==> src/common/supply_monitor_pkg.sv <==
// Shared constants and types for the supply monitor control block.
// Assumes a 50 MHz system clock and a word-aligned register bus.
package supply_monitor_pkg;

  // ****************************************
  // Register indices and byte addresses
  // ****************************************
  localparam logic [3:0] IDX_MODE_CTRL = 4'h0;
  localparam logic [3:0] IDX_THRESHOLD = 4'h1;
  localparam logic [3:0] IDX_WARN_LEVEL = 4'h8;
  localparam logic [3:0] IDX_WARN_IRQ_CTRL = 4'h9;
  localparam logic [3:0] IDX_WARN_FLAGS = 4'hA;
  localparam logic [3:0] IDX_WARN_STATUS = 4'hB;
  localparam int ADDR_IDX_LSB = 2;

  // ****************************************
  // Field positions
  // ****************************************
  localparam int SAMPLE_RATE_BIT = 4;
  localparam int ACTIVE_MODE_LSB = 2;
  localparam int SLEEP_MODE_LSB = 0;
  localparam int TRIGGER_SEL_LSB = 1;
  localparam int IRQ_ENABLE_BIT = 0;
  localparam int IRQ_FLAG_BIT = 0;
  localparam int WARN_STATE_BIT = 0;

  // ****************************************
  // Reset values and codes
  // ****************************************
  localparam logic [1:0] WARN_LEVEL_RESET = 2'h0;
  localparam logic [1:0] TRIGGER_RESET = 2'h0;
  localparam logic [2:0] THRESHOLD_LOW_CODE = 3'h2;
  localparam logic [2:0] THRESHOLD_HIGH_CODE = 3'h7;

  // ****************************************
  // Timing
  // ****************************************
  localparam int CLOCK_HZ = 50000000;
  localparam int SAMPLE_FAST_HZ = 1000;
  localparam int SAMPLE_SLOW_HZ = 125;
  localparam int SAMPLE_FAST_CYCLES = CLOCK_HZ / SAMPLE_FAST_HZ;
  localparam int SAMPLE_SLOW_CYCLES = CLOCK_HZ / SAMPLE_SLOW_HZ;

  // Monitor operating modes.
  typedef enum logic [1:0] {
    MODE_OFF = 2'b00,
    MODE_CONTINUOUS = 2'b01,
    MODE_SAMPLED = 2'b10,
    MODE_CONT_HOLD = 2'b11
  } monitor_mode_t;

  // Warning trigger conditions.
  typedef enum logic [1:0] {
    TRIG_BELOW = 2'b00,
    TRIG_ABOVE = 2'b01,
    TRIG_EITHER = 2'b10,
    TRIG_RESERVED = 2'b11
  } trigger_sel_t;

  // Configuration loaded from fuses at reset.
  typedef struct packed {
    logic sampleRateSel;
    logic [1:0] activeMode;
    logic [1:0] sleepMode;
    logic [2:0] thresholdCode;
  } monitor_fuse_config_t;

endpackage

==> src/verilog/warning_detector.sv <==
// Samples the early-warning comparator and reports level changes.
// Assumes the comparator output is synchronous to ref_clk.
`timescale 1ns/100ps
module warning_detector #(
  parameter int FAST_CYCLES = supply_monitor_pkg::SAMPLE_FAST_CYCLES,
  parameter int SLOW_CYCLES = supply_monitor_pkg::SAMPLE_SLOW_CYCLES
) (
  // Clock and reset
  input wire logic ref_clk,
  input wire logic rst,
  // Control
  input wire logic enable,
  input wire logic sampled,
  input wire logic slowRate,
  // Comparator and results
  input wire logic belowWarning,
  output logic level_ff,
  output logic fallEvent_ff,
  output logic riseEvent_ff
);

  logic [31:0] tick_ff;
  logic valid_ff;
  logic sampleNow;
  logic [31:0] period;

  // Continuous mode samples every cycle; sampled mode once a period.
  assign period = slowRate ? 32'(SLOW_CYCLES) : 32'(FAST_CYCLES);
  assign sampleNow = enable && (!sampled || tick_ff == 32'h0);

  // Sample period counter.
  always_ff @(posedge ref_clk) begin
    if (rst || !enable || !sampled || tick_ff == 32'h0) begin
      tick_ff <= period - 32'h1;
    end else begin
      tick_ff <= tick_ff - 32'h1;
    end
  end

  // Level capture; the first sample after enable loads without an event.
  always_ff @(posedge ref_clk) begin
    if (rst) begin
      level_ff <= 1'b0;
      valid_ff <= 1'b0;
      fallEvent_ff <= 1'b0;
      riseEvent_ff <= 1'b0;
    end else begin
      fallEvent_ff <= sampleNow && valid_ff && belowWarning && !level_ff;
      riseEvent_ff <= sampleNow && valid_ff && !belowWarning && level_ff;
      if (!enable) begin
        valid_ff <= 1'b0;
      end else if (sampleNow) begin
        level_ff <= belowWarning;
        valid_ff <= 1'b1;
      end
    end
  end

endmodule // warning_detector

==> src/verilog/ahb_reg_slave.sv <==
// AHB-Lite slave front end for a bank of byte-wide registers.
// Assumes single word transfers; reads take one wait state.
`timescale 1ns/100ps
module ahb_reg_slave (
  // Clock and reset
  input wire logic ref_clk,
  input wire logic rst,
  // AHB-Lite
  input wire logic hsel,
  input wire logic [31:0] haddr,
  input wire logic [1:0] htrans,
  input wire logic hwrite,
  input wire logic hready,
  input wire logic [31:0] hwdata,
  output logic [31:0] hrdata_ff,
  output logic hreadyout_ff,
  // Register side
  output logic wrPulse,
  output logic [3:0] regIdx_ff,
  output logic [7:0] wrData,
  input wire logic [7:0] rdValue
);

  logic wrPend_ff;
  logic rdPend_ff;
  logic take;

  // An address phase is taken on NONSEQ or SEQ with hready high.
  assign take = hsel && hready && htrans[1];
  assign wrPulse = wrPend_ff;
  assign wrData = hwdata[7:0];

  // Address phase capture and data phase sequencing.
  always_ff @(posedge ref_clk) begin
    if (rst) begin
      wrPend_ff <= 1'b0;
      rdPend_ff <= 1'b0;
      regIdx_ff <= 4'h0;
      hreadyout_ff <= 1'b1;
      hrdata_ff <= 32'h0;
    end else begin
      wrPend_ff <= take && hwrite;
      rdPend_ff <= take && !hwrite;
      if (take) begin
        regIdx_ff <= haddr[supply_monitor_pkg::ADDR_IDX_LSB +: 4];
      end
      // The wait state lets a write just before this read land first.
      hreadyout_ff <= !(take && !hwrite);
      if (rdPend_ff) begin
        hrdata_ff <= {24'h0, rdValue};
      end
    end
  end

endmodule // ahb_reg_slave

==> src/verilog/supply_monitor_control.sv <==
// Control and status registers of the supply monitor.
// Assumes fuse values, sleep state and comparator outputs are
// synchronous to ref_clk, and that the processor's unlock logic
// raises timedUnlock while a protected write is permitted.
//
// The AHB-Lite slave port was left to the implementer.
`timescale 1ns/100ps
module supply_monitor_control #(
  parameter int FAST_CYCLES = supply_monitor_pkg::SAMPLE_FAST_CYCLES,
  parameter int SLOW_CYCLES = supply_monitor_pkg::SAMPLE_SLOW_CYCLES
) (
  // Clock and reset
  input wire logic ref_clk,
  input wire logic rst,
  // AHB-Lite register bus
  input wire logic hsel,
  input wire logic [31:0] haddr,
  input wire logic [1:0] htrans,
  input wire logic hwrite,
  input wire logic [2:0] hsize,
  input wire logic hready,
  input wire logic [31:0] hwdata,
  output logic [31:0] hrdata,
  output logic hreadyout,
  output logic hresp_ff,
  // Fuse configuration and processor state
  input wire supply_monitor_pkg::monitor_fuse_config_t fuseConfig,
  input wire logic timedUnlock,
  input wire logic sleepDeep,
  // Analog comparators
  input wire logic monitorRunning,
  input wire logic belowWarning,
  output supply_monitor_pkg::monitor_mode_t monitorMode_ff,
  output logic sampleRateSel_ff,
  output logic [2:0] thresholdCode_ff,
  output logic [1:0] warningLevelSel_ff,
  // Processor side
  output logic holdExecution_ff,
  output logic warningIrq_ff
);

  // ****************************************
  // Declarations
  // ****************************************
  supply_monitor_pkg::monitor_mode_t activeMode_ff;
  supply_monitor_pkg::monitor_mode_t sleepMode_ff;
  supply_monitor_pkg::monitor_mode_t nxt_monitorMode;
  supply_monitor_pkg::trigger_sel_t warningTriggerSel_ff;
  logic warningIrqEnable_ff;
  logic warningIrqFlag_ff;
  logic warningState_ff;
  logic sleepDeep_ff;
  logic wrPulse;
  logic [3:0] regIdx;
  logic [7:0] wrData;
  logic [7:0] rdValue;
  logic monitorOn;
  logic detLevel;
  logic detFall;
  logic detRise;
  logic trigger;

  // Write strobe qualified by register index.
  function automatic logic wrHit(input logic [3:0] idx, input logic [3:0] want,
                                 input logic strobe);
    wrHit = strobe && idx == want;
  endfunction

  // ****************************************
  // Bus front end
  // ****************************************

  // Register bus slave; only word transfers are expected, so hsize
  // is not decoded.
  ahb_reg_slave u_bus (
    .ref_clk(ref_clk),
    .rst(rst),
    .hsel(hsel),
    .haddr(haddr),
    .htrans(htrans),
    .hwrite(hwrite),
    .hready(hready),
    .hwdata(hwdata),
    .hrdata_ff(hrdata),
    .hreadyout_ff(hreadyout),
    .wrPulse(wrPulse),
    .regIdx_ff(regIdx),
    .wrData(wrData),
    .rdValue(rdValue)
  );

  // The slave always answers OKAY.
  always_ff @(posedge ref_clk) begin
    hresp_ff <= 1'b0;
  end

  // ****************************************
  // Mode control register
  // ****************************************

  // Fuse values are taken while reset is held; the active mode and
  // threshold never change afterwards.
  always_ff @(posedge ref_clk) begin
    if (rst) begin
      activeMode_ff <= supply_monitor_pkg::monitor_mode_t'(fuseConfig.activeMode);
      thresholdCode_ff <= fuseConfig.thresholdCode;
    end
  end

  // Sample rate bit is written freely, without the unlock.
  always_ff @(posedge ref_clk) begin
    if (rst) begin
      sampleRateSel_ff <= fuseConfig.sampleRateSel;
    end else if (wrHit(regIdx, supply_monitor_pkg::IDX_MODE_CTRL, wrPulse)) begin
      sampleRateSel_ff <= wrData[supply_monitor_pkg::SAMPLE_RATE_BIT];
    end
  end

  // Sleep mode changes only inside the unlock window and never to
  // the reserved code.
  always_ff @(posedge ref_clk) begin
    if (rst) begin
      sleepMode_ff <= supply_monitor_pkg::monitor_mode_t'(fuseConfig.sleepMode);
    end else if (wrHit(regIdx, supply_monitor_pkg::IDX_MODE_CTRL, wrPulse) && timedUnlock
                 && wrData[supply_monitor_pkg::SLEEP_MODE_LSB +: 2] != 2'h3) begin
      sleepMode_ff <= supply_monitor_pkg::monitor_mode_t'(
        wrData[supply_monitor_pkg::SLEEP_MODE_LSB +: 2]);
    end
  end

  // ****************************************
  // Operating mode selection
  // ****************************************

  // Standby and power-down use the sleep mode, otherwise the active mode.
  always_comb begin
    nxt_monitorMode = sleepDeep ? sleepMode_ff : activeMode_ff;
  end

  assign monitorOn = monitorMode_ff != supply_monitor_pkg::MODE_OFF;

  // Mode driven to the analog monitor.
  always_ff @(posedge ref_clk) begin
    if (rst) begin
      monitorMode_ff <= supply_monitor_pkg::MODE_OFF;
      sleepDeep_ff <= 1'b0;
    end else begin
      monitorMode_ff <= nxt_monitorMode;
      sleepDeep_ff <= sleepDeep;
    end
  end

  // With active mode MODE_CONT_HOLD, execution is held from wake until the monitor reports it runs.
  always_ff @(posedge ref_clk) begin
    if (rst) begin
      holdExecution_ff <= 1'b0;
    end else if (sleepDeep_ff && !sleepDeep
                 && activeMode_ff == supply_monitor_pkg::MODE_CONT_HOLD) begin
      holdExecution_ff <= 1'b1;
    end else if (monitorRunning) begin
      holdExecution_ff <= 1'b0;
    end
  end

  // ****************************************
  // Early warning control registers
  // ****************************************

  // Warning level select; reserved codes are stored as written.
  always_ff @(posedge ref_clk) begin
    if (rst) begin
      warningLevelSel_ff <= supply_monitor_pkg::WARN_LEVEL_RESET;
    end else if (wrHit(regIdx, supply_monitor_pkg::IDX_WARN_LEVEL, wrPulse)) begin
      warningLevelSel_ff <= wrData[1:0];
    end
  end

  // Interrupt control: trigger selection and enable.
  always_ff @(posedge ref_clk) begin
    if (rst) begin
      warningTriggerSel_ff <= supply_monitor_pkg::trigger_sel_t'(
        supply_monitor_pkg::TRIGGER_RESET);
      warningIrqEnable_ff <= 1'b0;
    end else if (wrHit(regIdx, supply_monitor_pkg::IDX_WARN_IRQ_CTRL, wrPulse)) begin
      warningTriggerSel_ff <= supply_monitor_pkg::trigger_sel_t'(
        wrData[supply_monitor_pkg::TRIGGER_SEL_LSB +: 2]);
      warningIrqEnable_ff <= wrData[supply_monitor_pkg::IRQ_ENABLE_BIT];
    end
  end

  // ****************************************
  // Warning detection
  // ****************************************

  // The detector runs only while the monitor mode is not MODE_OFF, in the same mode.
  warning_detector #(
    .FAST_CYCLES(FAST_CYCLES),
    .SLOW_CYCLES(SLOW_CYCLES)
  ) u_detect (
    .ref_clk(ref_clk),
    .rst(rst),
    .enable(monitorOn),
    .sampled(monitorMode_ff == supply_monitor_pkg::MODE_SAMPLED),
    .slowRate(sampleRateSel_ff),
    .belowWarning(belowWarning),
    .level_ff(detLevel),
    .fallEvent_ff(detFall),
    .riseEvent_ff(detRise)
  );

  // Trigger matching the configured condition; reserved code never fires.
  always_comb begin
    unique case (warningTriggerSel_ff)
      supply_monitor_pkg::TRIG_BELOW: trigger = detFall;
      supply_monitor_pkg::TRIG_ABOVE: trigger = detRise;
      supply_monitor_pkg::TRIG_EITHER: trigger = detFall || detRise;
      supply_monitor_pkg::TRIG_RESERVED: trigger = 1'b0;
    endcase
  end

  // Live status, held while the monitor is off.
  always_ff @(posedge ref_clk) begin
    if (rst) begin
      warningState_ff <= 1'b0;
    end else if (monitorOn) begin
      warningState_ff <= detLevel;
    end
  end

  // ****************************************
  // Interrupt flag and request
  // ****************************************

  // Sticky flag; a trigger in the clearing cycle wins over the clear.
  always_ff @(posedge ref_clk) begin
    if (rst) begin
      warningIrqFlag_ff <= 1'b0;
    end else if (trigger && monitorOn) begin
      warningIrqFlag_ff <= 1'b1;
    end else if (wrHit(regIdx, supply_monitor_pkg::IDX_WARN_FLAGS, wrPulse)
                 && wrData[supply_monitor_pkg::IRQ_FLAG_BIT]) begin
      warningIrqFlag_ff <= 1'b0;
    end
  end

  // Level request while enabled and flagged.
  always_ff @(posedge ref_clk) begin
    if (rst) begin
      warningIrq_ff <= 1'b0;
    end else begin
      warningIrq_ff <= warningIrqEnable_ff && warningIrqFlag_ff;
    end
  end

  // ****************************************
  // Read back
  // ****************************************

  // Read mux; unmapped indices and unused bits read zero.
  always_comb begin
    rdValue = 8'h00;
    unique case (regIdx)
      supply_monitor_pkg::IDX_MODE_CTRL: begin
        rdValue[supply_monitor_pkg::SAMPLE_RATE_BIT] = sampleRateSel_ff;
        rdValue[supply_monitor_pkg::ACTIVE_MODE_LSB +: 2] = activeMode_ff;
        rdValue[supply_monitor_pkg::SLEEP_MODE_LSB +: 2] = sleepMode_ff;
      end
      supply_monitor_pkg::IDX_THRESHOLD: begin
        rdValue[2:0] = thresholdCode_ff;
      end
      supply_monitor_pkg::IDX_WARN_LEVEL: begin
        rdValue[1:0] = warningLevelSel_ff;
      end
      supply_monitor_pkg::IDX_WARN_IRQ_CTRL: begin
        rdValue[supply_monitor_pkg::TRIGGER_SEL_LSB +: 2] = warningTriggerSel_ff;
        rdValue[supply_monitor_pkg::IRQ_ENABLE_BIT] = warningIrqEnable_ff;
      end
      supply_monitor_pkg::IDX_WARN_FLAGS: begin
        rdValue[supply_monitor_pkg::IRQ_FLAG_BIT] = warningIrqFlag_ff;
      end
      supply_monitor_pkg::IDX_WARN_STATUS: begin
        rdValue[supply_monitor_pkg::WARN_STATE_BIT] = warningState_ff;
      end
      default: begin
        rdValue = 8'h00;
      end
    endcase
  end

endmodule // supply_monitor_control

==> config.mk <==
export PLATFORM = sky130hd
export DESIGN_NAME = supply_monitor_control
export DESIGN_NICKNAME = d
export VERILOG_FILES = /design/src/common/supply_monitor_pkg.sv /design/src/verilog/warning_detector.sv /design/src/verilog/ahb_reg_slave.sv /design/src/verilog/supply_monitor_control.sv
export SDC_FILE = /design/constraint.sdc
export NUM_CORES = 1
export LEC_CHECK = 0
export CAP_MARGIN = 30
export CELL_PAD_IN_SITES_DETAIL_PLACEMENT = 1
export CELL_PAD_IN_SITES_GLOBAL_PLACEMENT = 1
export CORE_MARGIN = 3
export CORE_UTILIZATION = 41
export CTS_CLUSTER_DIAMETER = 30
export DETAILED_ROUTE_END_ITERATION = 12
export DONT_BUFFER_PORTS = 1
export PLACE_DENSITY = 0.81
export SLEW_MARGIN = 20
export SYNTH_ARGS = -nofsm -noshare
export SYNTH_HDL_FRONTEND = slang
export SYNTH_SLANG_ARGS = --single-unit
export TNS_END_PERCENT = 1
==> constraint.sdc <==
create_clock -name ref_clk -period 3.8 [get_ports ref_clk]
set_input_delay 0.57 -clock ref_clk [delete_from_list [all_inputs] [get_ports ref_clk]]
set_output_delay 0.57 -clock ref_clk [all_outputs]
set_load 0.01 [all_outputs]
# After elaboration in Yosys (flattened, before gate mapping)

Index checks and enable logic that the tools add are counted.

Flip-flop bits (word level): 68
Bits of input ports: 86
Output and inout port bits: 44

$add $sub $neg: 2
Equality and inequality tests: 11
Muxes and demuxes: 16
Bitwise operators: 1
Reductions and logical operators: 43

Operators with widths:

| cell                                                | count |
|---|---|
| subtractor 32 x 1 -> 32 bit (second input constant) | 2 |
| logical NOT 32 bit                                  | 1 |
| 2-to-1 mux 32 bit                                   | 1 |
| logical AND 1 bit                                   | 21 |
| 2-to-1 mux 19 bit                                   | 1 |
| == test 4 bit (second input constant)               | 4 |
| nonzero test 2 bit                                  | 5 |
| == test 2 bit (second input constant)               | 4 |
| 2-to-1 mux 2 bit                                    | 4 |
| case mux 1 bit (4 select lines)                     | 2 |
| logical NOT 1 bit                                   | 7 |
| 2-to-1 mux 1 bit                                    | 6 |
| case mux 1 bit (6 select lines)                     | 1 |
| logical OR 1 bit                                    | 5 |
| == test 4 x 1 -> 1 bit (second input constant)      | 1 |
| logical NOT 4 bit                                   | 1 |
| case mux 1 bit (3 select lines)                     | 1 |
| == test 2 x 1 -> 1 bit (second input constant)      | 1 |
| logical NOT 2 bit                                   | 1 |
| != test 2 bit (second input constant)               | 1 |
| AND reduction 2 bit                                 | 1 |
| OR reduction 2 bit                                  | 1 |
| inverter 1 bit                                      | 1 |

# Depth between registers and ports, before layout

Depth in word-level cells: 7
Gate-level depth with buffers: 14

# By module

From an unflattened synthesis, not the netlist that was laid out.

Cells, all modules: 349
Area total of the unflattened synthesis: 3464.6 um^2

By module, submodules not included:

| module                 | instances | cells each | area each (um^2) | seq. area each (um^2) |
|---|---|---|---|---|
| warning_detector       | 1         | 177        | 1695.4           | 720.7 |
| supply_monitor_control | 1         | 87         | 953.4            | 480.5 |
| ahb_reg_slave          | 1         | 85         | 815.8            | 300.3 |

# Least setup slack after synthesis

Ideal clock, no wire load.

Path type: register to register
Start: reg u_detect.tick_ff[23]
End: reg u_detect.tick_ff[28]
Setup time: 0.072 ns
Data arrival time: 3.576 ns
Required time: 3.728 ns
Path slack: 0.152 ns
Stages on the path, launching flop included: 14
Path buffers: 2
Period minus slack after synthesis: 3.648 ns
Cells stage by stage: dfxtp_1 or4_1 buf_2 nor3_2 and4_1 nor2_1 buf_2 nand2_1 ha_1 or3b_2 or3_4 or3_1 nor4_2 mux2i_1

Longest elaborated chain between the ends: 3
Elaborated cells between the ends (all ways): 4

Ends and longest elaborated chain:

| element                                                                             | line                   | source |
|---|---|---|
| start, declared                                                                     | warning_detector.sv:22 | `logic [31:0] tick_ff;` |
| start signal, assigned                                                              | warning_detector.sv:34 | `tick_ff <= period - 32'h1;` |
| start signal, assigned                                                              | warning_detector.sv:36 | `tick_ff <= tick_ff - 32'h1;` |
| parallel branches: the longest is 2 deep, another holds subtractor 32 x 1 -> 32 bit | n/a                    |  |
| 2-to-1 mux 32 bit *                                                                 | warning_detector.sv:33 | `if (rst \|\| !enable \|\| !sampled \|\| tick_ff == 32'h0) begin` |

Mark *: on every way between the ends.
A chain may end at the register's enable or synchronous reset.

# Worst setup path in the final report

Start: reg u_detect.tick_ff[22]
End: reg u_detect.tick_ff[28]

Same word-level chain as after synthesis.

==> flow_metrics.env <==
export IMPL_status="completed"
export IMPL_cts_made_buffers=9
export IMPL_dr_pass1_iters=4
export IMPL_setup_viol=0
export IMPL_clock_sinks=68
export IMPL_hold_class="in -> reg"
export IMPL_fp_dieArea_sq_um=8951
export IMPL_synth_edf_count=8
export IMPL_fin_cells=457
export IMPL_setup_tns_ns=0
export IMPL_nNetsFinal=440
export IMPL_antenna_found_initial=0
export IMPL_grt_pass1_wl_mm=12.10
export IMPL_min_to="u_bus.hrdata_ff[4]$_SDFFE_PP0P_"
export IMPL_synth_top_cell_by_area="dfxtp_1"
export IMPL_grt_pass1_vias=2522
export IMPL_ant_nets=0
export IMPL_slew_violations=0
export IMPL_synthArstFlopShare=0
export IMPL_critPathArrivalTime_ns=3.83
export IMPL_worst_setup_path_type="reg -> reg"
export IMPL_tightest_slew_ns=0.5122
export IMPL_drt_vias_per_instance=5.269
export IMPL_fin_crit_ns=3.551
export IMPL_ys_types=54
export IMPL_die_h_microns=94.61
export IMPL_overflow=0
export IMPL_p_leak_uw=0.001232
export IMPL_syn_area_per_cell_sq_um=9.441
export IMPL_drive_above_1_share=0.1648
export IMPL_place_ws_ns=0.1443
export IMPL_grt_start_max_net_pins=38
export IMPL_core_sq_um=7447
export IMPL_num_rows=31
export IMPL_area_delta_synth_final_pct=8.356
export IMPL_vias=2408
export IMPL_fin_skew_ns=0.01164
export IMPL_start_kind="register"
export IMPL_rr_worst_depth=11
export IMPL_maxSlewHeadroom=0.6577
export IMPL_synthCells=341
export IMPL_max_freq_mhz=281.6
export IMPL_end_kind="register"
export IMPL_rr_endpoint="u_detect.tick_ff[28]$_DFF_P_"
export IMPL_critPathMaxFanout=9
export IMPL_clock_latency_ns=0.35
export IMPL_wl_mm=7.147
export IMPL_dr_first_iter_drc_count=85
export IMPL_yosys_top_cells_area="dfxtp_1 37%, edfxtp_1 7.5%, buf_4 6.5%"
export IMPL_antennaDiodeCount=0
export IMPL_dp_cells=435
export IMPL_cts_hold_buf=0
export IMPL_finalHoldViolCount=0
export IMPL_power_density_nw_per_um2=405.1
export IMPL_cts_htree_levels=3
export IMPL_final_core_util=0.4684
export IMPL_grt_usage=0.1736
export IMPL_gp_congestion=0.8421
export IMPL_die_w_microns=94.61
export IMPL_cts_tree="yes"
export IMPL_layout_commonest_cell="dfxtp_1"
export IMPL_peakVddDrop_v=0.0002264
export IMPL_worst_endpoint_required_ns=4.08
export IMPL_wl_per_cell_microns=15.64
export IMPL_ys_ff_latch=68
export IMPL_post_dp_hpwl_mm=5.132
export IMPL_synth_top_area_frac=0.3731
export IMPL_synth_ff_type="dfxtp_1"
export IMPL_synth_warning_count=0
export IMPL_finalCritPeriodShare=0.9345
export IMPL_ys_seq_area_frac=0.4477
export IMPL_timing_hold_ws_ns=0.2902
export IMPL_io_pins=130
export IMPL_max_cap_violations=0
export IMPL_root_buffer="clkbuf_8"
export IMPL_route_detailed_drc=0
export IMPL_clk_pin_slew_ns=0.07
export IMPL_start_util=0.4323
export IMPL_r2r_start="u_detect.tick_ff[22]$_DFF_P_"
export IMPL_final_cell_mix="60 x dfxtp_1, 45 x nor2_1, 28 x conb_1, 24 x a21oi_1, 19 x xnor2_1"
export IMPL_timing_final_ws_setup_ns=0.2487
export IMPL_clockBufferDepth=2
export IMPL_min_delay_path_depth=1
export IMPL_syn_area_sq_um=3219
export IMPL_io_buffer_count=0
export IMPL_r2r_slack_ns=0.25
export IMPL_hold_start="rst"
## worst max path at each step
stage / from / to / cells after the start
floorplan: u_detect.tick_ff[23]$_DFF_P_ / u_detect.tick_ff[28]$_DFF_P_ / 13
global route: u_detect.tick_ff[28]$_DFF_P_ / u_detect.tick_ff[28]$_DFF_P_ / 11
CTS: u_detect.tick_ff[19]$_DFF_P_ / u_detect.tick_ff[28]$_DFF_P_ / 11
detailed placement: u_detect.tick_ff[19]$_DFF_P_ / u_detect.tick_ff[28]$_DFF_P_ / 11
finish: u_detect.tick_ff[22]$_DFF_P_ / u_detect.tick_ff[28]$_DFF_P_ / 11
global placement: u_detect.tick_ff[19]$_DFF_P_ / u_detect.tick_ff[28]$_DFF_P_ / 11
## timing repair
item                       CTS  global route
gates resized for setup      0             5
setup endpoints to repair    0             2
buffers inserted             0             6
## power by group
part | switching, uW | internal [uW]
Clock | 282 | 253
Sequential | 36.6 | 755
Combinational | 50.5 | 35.8
## cell type report
class | count | area (sq um)
fill | 876 | 3959
multi-input combinational | 253 | 1607
sequential | 68 | 1441
clock buffer | 10 | 137.6
tap | 99 | 123.9
timing repair buffer | 16 | 120.1
clock inverter | 6 | 40.04
inverter | 5 | 18.77
## logic make-up after synthesis
logic type,count (synthesis),share of synthesized area
mux,20,0.06335
xor+xnor,24,0.06529
fa+ha+maj,1,0.003886
flops,68,0.4477
compound gates,46,0.08473
other cells,1,0.001165
simple gates,134,0.2425
buf+inv,47,0.09133
## worst max-delay path, stage by stage, from the launching register on
cell and delay (ns):
dfxtp_1 0.35, or4_4 0.57, nor3_4 0.15, and4_1 0.24
nor2_1 0.09, nand2_1 0.10, ha_2 0.22, or3b_4 0.42
or3_4 0.45, or3_1 0.41, nor4_2 0.26, mux2i_1 0.20
## flip-flops by register name, indices dropped and copies added (netlist names), 2 cells and up
name	flops
u_detect.tick_ff	32
u_bus.hrdata_ff	5
u_bus.regIdx_ff	4
thresholdCode_ff	3
activeMode_ff	2
monitorMode_ff	2
sleepMode_ff	2
warningLevelSel_ff	2
warningTriggerSel_ff	2
## Yosys cell counts (8+ instances only)
library cell,n
o21ai_0,9
clkbuf_1,9
nor3_1,8
edfxtp_1,8
a21oi_1,24
buf_4,28
xnor2_1,19
nand2_1,15
nand3_1,9
dfxtp_1,60
mux2i_1,17
nor2_1,45
## routing by layer
metal / global-route usage / share of wire
met1: 0.2058 / 0.44
met2: 0.2918 / 0.49
met3: 0.04781 / 0.051
met4: 0.07813 / 0.017
met5: 0 / 0
## metrics by stage
| step | instance area (sq um) | power [uW] |
|---|---|---|
| after floorplan | 3321 | 892.1 |
| after global placement | 3244 | 885.6 |
| after detailed placement | 3244 | 890.5 |
| after CTS | 3422 | 1424 |
| after global routing | 3488 | 1473 |
| final | 3488 | 1413 |
No activity file was read; power rests on OpenSTA's default activity.
